**src/design/rscl_cfg.svh**
```systemverilog
// Addresses, field positions, reset values and divider counts for the strap latch
`ifndef RSCL_CFG_SVH
`define RSCL_CFG_SVH

`define RSCL_PERIPH_SEL_ADDR 32'h01b3f000
`define RSCL_STATUS_ADDR 32'h01b3f004
`define RSCL_PERIPH_SEL_RESET 32'h00000000

`define RSCL_STAT_STRAP_LSB 0
`define RSCL_STAT_STRAP_MSB 6
`define RSCL_STAT_MISMATCH_BIT 7
`define RSCL_STAT_CHANGED_BIT 8

`define RSCL_DIV_CPU4 4
`define RSCL_DIV_CPU6 6

`define RSCL_BYTE_ORDER_DEFAULT 1'b1
`define RSCL_PLL_SRC_DEFAULT 1'b1
`define RSCL_HOST_DIS_DEFAULT 1'b0
`define RSCL_WIDTH_DEFAULT 1'b1

`endif

```
**src/design/rscl_pkg.sv**
```systemverilog
// Types shared by the strap latch
package rscl_pkg;

  typedef enum logic [1:0] {
    RSCL_BOOT_NONE = 2'h0,
    RSCL_BOOT_HOST = 2'h1,
    RSCL_BOOT_RESV = 2'h2,
    RSCL_BOOT_ROM8 = 2'h3
  } rscl_boot_type;

  typedef enum logic [1:0] {
    RSCL_MCLK_PIN = 2'h0,
    RSCL_MCLK_DIV4 = 2'h1,
    RSCL_MCLK_DIV6 = 2'h2,
    RSCL_MCLK_RESV = 2'h3
  } rscl_mclk_type;

  // Straps as captured at reset, 7 bits
  typedef struct packed {
    logic byte_order;
    rscl_boot_type boot;
    rscl_mclk_type mclk;
    logic host_dis;
    logic width;
  } rscl_strap_type;

endpackage : rscl_pkg

```
**src/design/rscl_strap_latch.sv**
```systemverilog
// Reset strap capture, configuration decode and peripheral select register
//
// Behaviour
// [RULE1] Sample endian, four address straps, host enable and width straps during reset.
// [RULE2] Latched endian 0 gives big-endian, 1 gives little-endian (pull-up default).
// [RULE3] Boot mode 00 none, 01 host port, 10 reserved, 11 8-bit ROM.
// [RULE4] Memory clock 00 dedicated pin, 01 CPU/4, 10 CPU/6, 11 reserved.
// [RULE5] Host enable strap 0 enables host port; 1 enables audio port and upper GPIO.
// [RULE6] Width 0 gives 16-bit host port, upper lines released; 1 gives 32-bit.
// [RULE7] PLL source 0 takes crystal pads, 1 takes square-wave clock pin.
// [RULE8] Outside party drives oscillator disable equal to the PLL source select.
// [RULE9] Source select and oscillator disable pins change only while reset is low.
// [RULE10] After reset the device drives shared pins; outside driver must release them.
// [RULE11] Software changes further selections through the peripheral select register.
// [RULE12] Latched strap values stay unchanged until reset is asserted again.
`timescale 1ns/1ps
`include "rscl_cfg.svh"
module rscl_strap_latch (
  // Clock and reset
  input wire logic sys_clk_i,
  input wire logic resetn_i,
  // Strap pins
  input wire logic byte_order_strap_i,
  input wire logic [3:0] ext_addr_strap_bus_i,
  input wire logic host_port_enable_strap_i,
  input wire logic host_width_strap_i,
  input wire logic pll_source_select_i,
  input wire logic oscillator_disable_i,
  // Sources driven onto shared pins after reset, and the memory clock pin input
  input wire logic timer0_output_i,
  input wire logic timer1_output_i,
  input wire logic mem_clock_input_i,
  // Register port
  input wire logic reg_req_i,
  input wire logic reg_we_i,
  input wire logic [31:0] reg_addr_i,
  input wire logic [31:0] reg_wdata_i,
  output logic reg_ack_o,
  output logic [31:0] reg_rdata_o,
  // Decoded configuration
  output logic byte_order_mode_o,
  output rscl_pkg::rscl_boot_type boot_mode_o,
  output logic boot_reserved_o,
  output rscl_pkg::rscl_mclk_type mem_clock_select_o,
  output logic mem_clk_en_o,
  output logic mem_clk_reserved_o,
  output logic host_port_en_o,
  output logic audio2_en_o,
  output logic gpio_hi_en_o,
  output logic host_port_width_o,
  output logic host_upper_en_o,
  output logic pll_source_o,
  output logic osc_mismatch_o,
  output logic clk_pin_changed_o,
  output logic [31:0] peripheral_select_o,
  // Shared pin drive
  output logic timer0_output_o,
  output logic timer0_output_oe_o,
  output logic timer1_output_o,
  output logic timer1_output_oe_o,
  output logic ext_addr_oe_o
);

  ////////////////////////////////////////////////////////////////////////////
  // Strap capture

  rscl_pkg::rscl_strap_type strap_now;
  rscl_pkg::rscl_strap_type latch_q;
  logic pll_src_q;

  assign strap_now.byte_order = byte_order_strap_i;
  assign strap_now.boot = rscl_pkg::rscl_boot_type'(ext_addr_strap_bus_i[3:2]);
  assign strap_now.mclk = rscl_pkg::rscl_mclk_type'(ext_addr_strap_bus_i[1:0]);
  assign strap_now.host_dis = host_port_enable_strap_i;
  assign strap_now.width = host_width_strap_i;

  // Sync reset lets the flops follow the pins on every clock edge in reset; last one wins
  always_ff @(posedge sys_clk_i)
  begin
    if (!resetn_i)
    begin
      latch_q <= strap_now; // [RULE1]
      pll_src_q <= pll_source_select_i; // [RULE7]
    end
  end
  // Without reset the latch has no enable, so it holds [RULE12]

  ////////////////////////////////////////////////////////////////////////////
  // Memory clock enables

  logic div4_pulse;
  logic div6_pulse;

  rscl_clk_div #(.DIV(`RSCL_DIV_CPU4)) u_div4 (
    .sys_clk_i(sys_clk_i),
    .resetn_i(resetn_i),
    .pulse_o(div4_pulse)
  );

  rscl_clk_div #(.DIV(`RSCL_DIV_CPU6)) u_div6 (
    .sys_clk_i(sys_clk_i),
    .resetn_i(resetn_i),
    .pulse_o(div6_pulse)
  );

  // Reserved code gives no memory clock rather than guessing a rate
  wire mclk_en_d = (latch_q.mclk == rscl_pkg::RSCL_MCLK_PIN) ? mem_clock_input_i :
                   (latch_q.mclk == rscl_pkg::RSCL_MCLK_DIV4) ? div4_pulse :
                   (latch_q.mclk == rscl_pkg::RSCL_MCLK_DIV6) ? div6_pulse : 1'b0; // [RULE4]

  ////////////////////////////////////////////////////////////////////////////
  // Decode

  wire host_en_d = ~latch_q.host_dis; // [RULE5]
  wire upper_en_d = host_en_d & latch_q.width; // [RULE6]
  wire boot_resv_d = (latch_q.boot == rscl_pkg::RSCL_BOOT_RESV); // [RULE3]
  wire mclk_resv_d = (latch_q.mclk == rscl_pkg::RSCL_MCLK_RESV); // [RULE4]
  // Pin levels are watched, not trusted: the PLL keeps the latched source
  wire mismatch_d = (pll_source_select_i != oscillator_disable_i); // [RULE8]
  wire changed_set = (pll_source_select_i != pll_src_q); // [RULE9]

  always_ff @(posedge sys_clk_i)
  begin
    if (!resetn_i)
    begin
      byte_order_mode_o <= `RSCL_BYTE_ORDER_DEFAULT;
      boot_mode_o <= rscl_pkg::RSCL_BOOT_NONE;
      boot_reserved_o <= 1'b0;
      mem_clock_select_o <= rscl_pkg::RSCL_MCLK_PIN;
      mem_clk_en_o <= 1'b0;
      mem_clk_reserved_o <= 1'b0;
      host_port_en_o <= ~`RSCL_HOST_DIS_DEFAULT;
      audio2_en_o <= `RSCL_HOST_DIS_DEFAULT;
      gpio_hi_en_o <= `RSCL_HOST_DIS_DEFAULT;
      host_port_width_o <= `RSCL_WIDTH_DEFAULT;
      host_upper_en_o <= 1'b0;
      pll_source_o <= `RSCL_PLL_SRC_DEFAULT;
      osc_mismatch_o <= 1'b0;
      clk_pin_changed_o <= 1'b0;
    end
    else
    begin
      byte_order_mode_o <= latch_q.byte_order; // [RULE2]
      boot_mode_o <= latch_q.boot; // [RULE3]
      boot_reserved_o <= boot_resv_d;
      mem_clock_select_o <= latch_q.mclk; // [RULE4]
      mem_clk_en_o <= mclk_en_d;
      mem_clk_reserved_o <= mclk_resv_d;
      host_port_en_o <= host_en_d; // [RULE5]
      audio2_en_o <= latch_q.host_dis; // [RULE5]
      gpio_hi_en_o <= latch_q.host_dis; // [RULE5]
      host_port_width_o <= latch_q.width; // [RULE6]
      host_upper_en_o <= upper_en_d; // [RULE6]
      pll_source_o <= pll_src_q; // [RULE7]
      osc_mismatch_o <= mismatch_d; // [RULE8]
      clk_pin_changed_o <= clk_pin_changed_o | changed_set; // [RULE9]
    end
  end

  ////////////////////////////////////////////////////////////////////////////
  // Shared pin drive, released during reset so the straps can be read

  always_ff @(posedge sys_clk_i)
  begin
    if (!resetn_i)
    begin
      timer0_output_o <= 1'b0;
      timer1_output_o <= 1'b0;
      timer0_output_oe_o <= 1'b0;
      timer1_output_oe_o <= 1'b0;
      ext_addr_oe_o <= 1'b0;
    end
    else
    begin
      timer0_output_o <= timer0_output_i;
      timer1_output_o <= timer1_output_i;
      timer0_output_oe_o <= 1'b1; // [RULE10]
      timer1_output_oe_o <= 1'b1; // [RULE10]
      ext_addr_oe_o <= 1'b1; // [RULE10]
    end
  end

  ////////////////////////////////////////////////////////////////////////////
  // Register port

  wire hit_psel = (reg_addr_i == `RSCL_PERIPH_SEL_ADDR);
  wire hit_stat = (reg_addr_i == `RSCL_STATUS_ADDR);
  wire psel_wr = reg_req_i & reg_we_i & hit_psel;
  wire rd = reg_req_i & ~reg_we_i;

  logic [31:0] status_word;
  always_comb
  begin
    status_word = '0;
    status_word[`RSCL_STAT_STRAP_MSB:`RSCL_STAT_STRAP_LSB] = latch_q;
    status_word[`RSCL_STAT_MISMATCH_BIT] = osc_mismatch_o;
    status_word[`RSCL_STAT_CHANGED_BIT] = clk_pin_changed_o;
  end

  // Unmapped reads return zero; unmapped writes are dropped but still acked
  wire [31:0] rdata_d = hit_psel ? peripheral_select_o :
                        hit_stat ? status_word : 32'h00000000;

  always_ff @(posedge sys_clk_i)
  begin
    if (!resetn_i)
    begin
      peripheral_select_o <= `RSCL_PERIPH_SEL_RESET;
      reg_ack_o <= 1'b0;
      reg_rdata_o <= 32'h00000000;
    end
    else
    begin
      if (psel_wr)
        peripheral_select_o <= reg_wdata_i; // [RULE11]
      reg_ack_o <= reg_req_i;
      if (rd)
        reg_rdata_o <= rdata_d;
    end
  end
endmodule : rscl_strap_latch

```
**src/design/rscl_clk_div.sv**
```systemverilog
// Divider that emits a one-cycle enable every DIV system clocks
`timescale 1ns/1ps
module rscl_clk_div #(
  parameter int DIV = 4
) (
  // Clock and reset
  input wire logic sys_clk_i,
  input wire logic resetn_i,
  // Enable pulse
  output logic pulse_o
);

  localparam int CW = (DIV > 1) ? $clog2(DIV) : 1;
  localparam logic [CW-1:0] LAST = CW'(DIV - 1);

  logic [CW-1:0] cnt_q;
  wire at_last = (cnt_q == LAST);

  always_ff @(posedge sys_clk_i)
  begin
    if (!resetn_i)
    begin
      cnt_q <= '0;
      pulse_o <= 1'b0;
    end
    else
    begin
      cnt_q <= at_last ? '0 : cnt_q + CW'(1);
      pulse_o <= at_last;
    end
  end

endmodule : rscl_clk_div

```
**config.mk**
```make
export PLATFORM = sky130hd
export DESIGN_NAME = rscl_strap_latch
export DESIGN_NICKNAME = d
export VERILOG_FILES = /design/src/design/rscl_pkg.sv /design/src/design/rscl_strap_latch.sv /design/src/design/rscl_clk_div.sv
export VERILOG_INCLUDE_DIRS = /design/src /design/src/design
export SDC_FILE = /design/constraint.sdc
export NUM_CORES = 1
export LEC_CHECK = 0
export BUFFER_PORTS_ARGS = -buffer_cell sky130_fd_sc_hd__buf_2
export CORE_ASPECT_RATIO = 1.2
export CORE_MARGIN = 2
export CORE_UTILIZATION = 40
export DETAILED_ROUTE_END_ITERATION = 7
export PLACE_DENSITY_LB_ADDON = 0.08
export SLEW_MARGIN = 20
export SYNTH_ARGS = -nofsm -noshare
export SYNTH_HDL_FRONTEND = slang
export SYNTH_SLANG_ARGS = --single-unit
export TNS_END_PERCENT = 30
```
**constraint.sdc**
```tcl
create_clock -name sys_clk_i -period 2.8 [get_ports sys_clk_i]
set_input_delay 0.56 -clock sys_clk_i [delete_from_list [all_inputs] [get_ports sys_clk_i]]
set_output_delay 0.56 -clock sys_clk_i [all_outputs]
set_load 0.05 [all_outputs]
```
* Word-level counts from Yosys, hierarchy flattened *
Index checks and enable logic that the tools add are counted.

cells by class
  $add $sub $neg = 2
  mux-type cells = 6
  bitwise logic cells = 8
  equal/unequal tests = 10
  reductions and logical operators = 3

operator list
  kind                                                                      count
  32-bit by 25-bit equality test with 1-bit output (second input constant)  2
  32-bit 2-to-1 mux                                                         1
  9-bit 2-to-1 mux                                                          1
  2-bit equality test (second input constant)                               4
  1-bit AND                                                                 4
  1-bit 2-to-1 mux                                                          4
  2-bit OR reduction                                                        2
  3-bit by 1-bit adder with 3-bit output (second input constant)            1
  3-bit equality test (second input constant)                               1
  1-bit inverter                                                            3
  2-bit by 1-bit adder with 2-bit output (second input constant)            1
  2-bit by 1-bit equality test with 1-bit output (second input constant)    1
  2-bit logical NOT                                                         1
  1-bit != test                                                             2
  1-bit bitwise OR                                                          1

word-level totals
  output and inout port bits = 86
  input bits = 80
  bits in registers = 98

* Logic depth before layout (Yosys ltp) *
  word-level depth = 4
  gate-level depth with buffers = 7

* Modules after synthesis *
Synthesis repeated with hierarchy kept, for this count alone.

unflattened totals
  cells, all modules = 363
  area, all modules = 3651.0 um^2

modules (own cells, without submodules)
  module                  area each (um^2)  instances  cells an instance
  rscl_strap_latch        3389.5            1          342
  rscl_clk_div at u_div6  160.2             1          14
  rscl_clk_div at u_div4  101.3             1          7

* Worst setup path after synthesis *
OpenSTA, ideal clock, no wires.

  path kind = input-to-reg
  from = in reg_addr_i[5]
  to = reg peripheral_select_o[30]
  arrival = 2008 ps
  cell stages on the path = 6
  required time = 2679 ps
  setup slack = 671 ps
  cells stage by stage = or4b_1 clkbuf_1 nor4_4 nand4_4 buf_6 mux2i_1

between the ends
  longest elaborated chain between the ends = 2

RTL lines
  item                                                               line                     RTL
  start: declaration                                                 rscl_strap_latch.sv:36   input wire logic [31:0] reg_addr_i,
  32-bit by 25-bit equality test with 1-bit output (no source line)  n/a
  1-bit AND                                                          rscl_strap_latch.sv:188  wire psel_wr = reg_req_i & reg_we_i & hit_psel;
  end signal: assignment                                             rscl_strap_latch.sv:208  peripheral_select_o <= `RSCL_PERIPH_SEL_RESET;
  end signal: assignment                                             rscl_strap_latch.sv:215  peripheral_select_o <= reg_wdata_i;
  end: declaration                                                   rscl_strap_latch.sv:55   output logic [31:0] peripheral_select_o,

Every way passes these cells.
A chain may end at the register's enable or synchronous reset.

* Worst setup path in the final report *
  from = in reg_addr_i[9]
  to = reg reg_rdata_o[3]

between the ends
  longest elaborated chain between the ends = 3
  elaborated cells on any way between the ends = 4
  those cells by class = eq/ne (2); mux (2)

RTL lines
  item                                                               line                     RTL
  32-bit by 25-bit equality test with 1-bit output (no source line)  n/a
  9-bit 2-to-1 mux                                                   rscl_strap_latch.sv:202  hit_stat ? status_word : 32'h00000000;
  32-bit 2-to-1 mux *                                                rscl_strap_latch.sv:201  wire [31:0] rdata_d = hit_psel ? peripheral_select_o :
  end signal: assignment                                             rscl_strap_latch.sv:218  reg_rdata_o <= rdata_d;
  end: declaration                                                   rscl_strap_latch.sv:39   output logic [31:0] reg_rdata_o,

Every way passes the cells marked *; elsewhere a longest branch is shown, timed or not.

==> impl_metrics.py <==
metrics = {
    "synthesis": {
        "async_reset_ff_share_pct": 0,
        "synth.largest_area_cell": "sky130_fd_sc_hd__dfxtp_1",
        "sequential_share_of_the_synthesized_area_pct": 54.4,
        "dominantRegCellSynth": "sky130_fd_sc_hd__dfxtp_1",
        "synth_top_area_share_pct": 48.0,
        "ys_warn_count": 0,
        "synthesis.instances": 373,
        "number_of_nets_in_the_synthesized_netlist": 456,
        "post_synth_main_area_contributors": "sky130_fd_sc_hd__dfxtp_1 48%, sky130_fd_sc_hd__mux2i_1 8.8%, sky130_fd_sc_hd__nand2_1 7.6%, sky130_fd_sc_hd__edfxtp_1 6.4%, sky130_fd_sc_hd__a32o_1 6.1%",
        "synth_seq_cells": 98,
        "syn_avg_cell_area_sq_um": 10.1,
        "post_syn_area_sq_um": 3760,
        "yosys.cell_types.count": 38,
        "synthMostInstantiatedCell": "sky130_fd_sc_hd__dfxtp_1",
        "synth_commonest_cells": "90 x sky130_fd_sc_hd__dfxtp_1, 76 x sky130_fd_sc_hd__nand2_1, 44 x sky130_fd_sc_hd__nor2_1, 33 x sky130_fd_sc_hd__mux2i_1, 23 x sky130_fd_sc_hd__a32o_1",
        "synth-edff-count": 8,
    },
    "timing": {
        "max_slew.worst_pin.slew_ns": 0.882,
        "slew_headroom_pct": 41.2,
        "finalHoldViolations": 0,
        "timing.final.crit_share_pct": 76.3,
        "grt_setup_unrepaired": "no",
        "clock.fmax_ghz": 0.468,
        "setup_total_negative_slack_ns": 0,
        "period_needed_ns": 2.14,
        "fin_worst_skew_ns": 0.0105,
        "final-max-slew-violation-count": 0,
        "setup_violations": 0,
    },
    "routing": {
        "wirelength_um": 9020,
        "firstDrtPassIters": 4,
        "viasPerCell": 4.89,
        "routed-via-count": 3175,
        "detailedRoute.firstIterationViolations": 78,
        "final_antenna_net_count": 0,
        "drc": 0,
        "routedWlPerCell_um": 13.9,
    },
    "global_routing": {
        "grt_util_all_layers_pct": 17.5,
        "grt_start_max_net_pins": 87,
        "grt_pass1_wl_um": 14200,
        "global_route.overflow_total": 0,
        "antenna_violations_before_repair": 0,
        "via_count_of_the_first_global_routing_pass": 2954,
    },
    "placement": {
        "gp_congestion": 0.853,
        "dp.cells": 633,
        "io_buffer_count": 165,
        "hpwl_um": 6540,
    },
    "clock_network": {
        "tritoncts": "yes",
        "cts_buffers": 9,
        "ctsRootBufferMaster": "sky130_fd_sc_hd__clkbuf_8",
        "clk_latency_ns": 0.36,
        "post_cts_hold_buffer_count": 0,
        "clock_path_buffers": 2,
        "cts_sinks": 98,
        "buffer_count_from_post_cts_setup_fixing": 0,
        "postCtsResizedCells": 0,
        "clk_pin_slew_ns": 0.09,
        "cts_max_level": 3,
    },
    "finish": {
        "antenna_cells_inserted": 0,
        "final_cell_count_no_fill": 649,
        "final-seq-area_sq_um": 2040,
        "multiInputGateArea_sq_um": 1540,
        "fillers": 924,
        "drive_above_1_share_pct": 35.9,
        "finalNetCount": 607,
        "area_delta_synth_final_pct": 29.1,
    },
    "outcome": {
        "status": "completed",
    },
    "floorplanning": {
        "die_span_in_x_um": 92.5,
        "die-height_um": 110,
        "std_cell_rows": 38,
        "start_util_pct": 41.4,
        "placeableCoreArea_sq_um": 9080,
        "boundaryPins": 166,
        "area_of_the_die_sq_um": 10200,
    },
    "critical_path": {
        "slowest_stage": "sky130_fd_sc_hd__or4_1",
        "worst_setup_path_start_kind": "input port",
        "worst_path_largest_cell_delay_ns": 0.69,
        "crit_chain": "buf_2 -> or4_1 -> nor4_4 -> a22oi_1 -> o31ai_1",
        "critPathCaptureType": "flop",
        "arrival_ns": 2.40,
        "path_max_fanout": 9,
        "required_ns": 3.07,
        "timing_worst_setup_path_type": "input port to flop",
    },
    "pwr": {
        "max-vdd-ir-drop_uv": 360,
        "pwr_density_cell_nw_per_um2": 550,
        "static-leakage-power_nw": 2.43,
    },
    "min_path": {
        "class_of_the_worst_hold_path": "input port to flop",
    },
    "flow_run": {
        "timing.max_cap.violations": 0,
    },
}
per-stage QoR:
stage	cell area (sq um)	setup WS, ns	total power (W)	hold WS [ns]	utilization [%]
2_1_floorplan	3760	0.671	0.00165	0.400	-
3_3_place_gp	4640	0.329	0.00174	0.413	51.0
3_5_place_dp	4640	0.299	0.00175	0.414	51.0
4_1_cts	4850	0.645	0.00269	0.359	53.4
5_1_grt	4850	0.510	0.00278	0.357	53.4
6_report	4850	0.663	0.00267	0.376	53.4
final timing paths:
check	cells past startpoint	slack, ns	start	end
max	5	0.66	reg_addr_i[9]	reg_rdata_o[3]$_SDFFE_PN0P_
min	1	0.38	ext_addr_strap_bus_i[3]	latch_q[5]$_DFFE_PN_
max reg2reg	4	1.76	latch_q[2]$_DFFE_PN_	reg_rdata_o[2]$_SDFFE_PN0P_
min reg2reg	1	0.42	latch_q[4]$_DFFE_PN_	boot_reserved_o$_SDFF_PN0_
registers in the layout (all words and copies together), names as in the netlist, 2 cells and up:
| register | flops |
|---|---|
| peripheral_select_o | 32 |
| u_div6.cnt_q | 3 |
| mem_clock_select_o | 2 |
| latch_q | 7 |
| boot_mode_o | 2 |
| reg_rdata_o | 32 |
| u_div4.cnt_q | 2 |
power breakdown:
group	total, W	switching (W)	internal [W]	leakage (nW)
Clock	0.000959	0.000463	0.000495	0.109
Combinational	0.000249	0.000164	0.0000852	1.51
Sequential	0.00146	0.0000141	0.00145	0.809
Total	0.00267	0.000641	0.00203	2.43
per-layer routing:
metal  vias up  global-route usage, %  share of wire (%)
met5         -                      0                  0
met4         0                   6.82                1.4
met3        11                   5.64                7.5
met2       100                   29.0                 49
met1      1472                   21.3                 42
li1       1592                      -                  -
worst max-delay path: cells and delay by family:
kind / cells / cell delay (ns)
buf+inv: 1 / 0.09
simple gates: 2 / 1.30
compound gates: 2 / 0.45
placed cells by master (no fill, tap or decap), drive strengths merged, types with 2 or more instances in the layout:
cell,n
a22oi,5
nand2,76
nand4,2
nor2,44
mux2i,33
or4b,2
ha,3
nand2b,5
o31ai,9
a32oi,4
nor3,3
nor4b,2
edfxtp,8
nor2b,2
clkbuf,13
and2,8
inv,7
nor4,5
and3,2
nor4bb,2
dfxtp,90
a32o,23
buf,170
final cells by class:
cell class | instances | area share [%]
timing repair buffer | 170 | 18.1
multi-input combinational | 239 | 31.8
inverter | 6 | 0.464
tap | 120 | 3.10
sequential | 98 | 42.1
clock inverter | 3 | 0.929
clock buffer | 13 | 3.51
logic make-up (layout without fill, tap and decap cells):
family	after synthesis	count (layout)	synth area share [%]
AND/OR/NAND/NOR	158	158	20.6
XOR/XNOR	2	2	0.466
buffers and inverters	36	192	4.63
adder cells (fa/ha/maj)	3	3	0.999
flip-flops	98	98	54.4
AO/OA/AOI/OAI	43	43	10.2
multiplexers	33	33	8.79
Power figures use the tool's default switching activity.
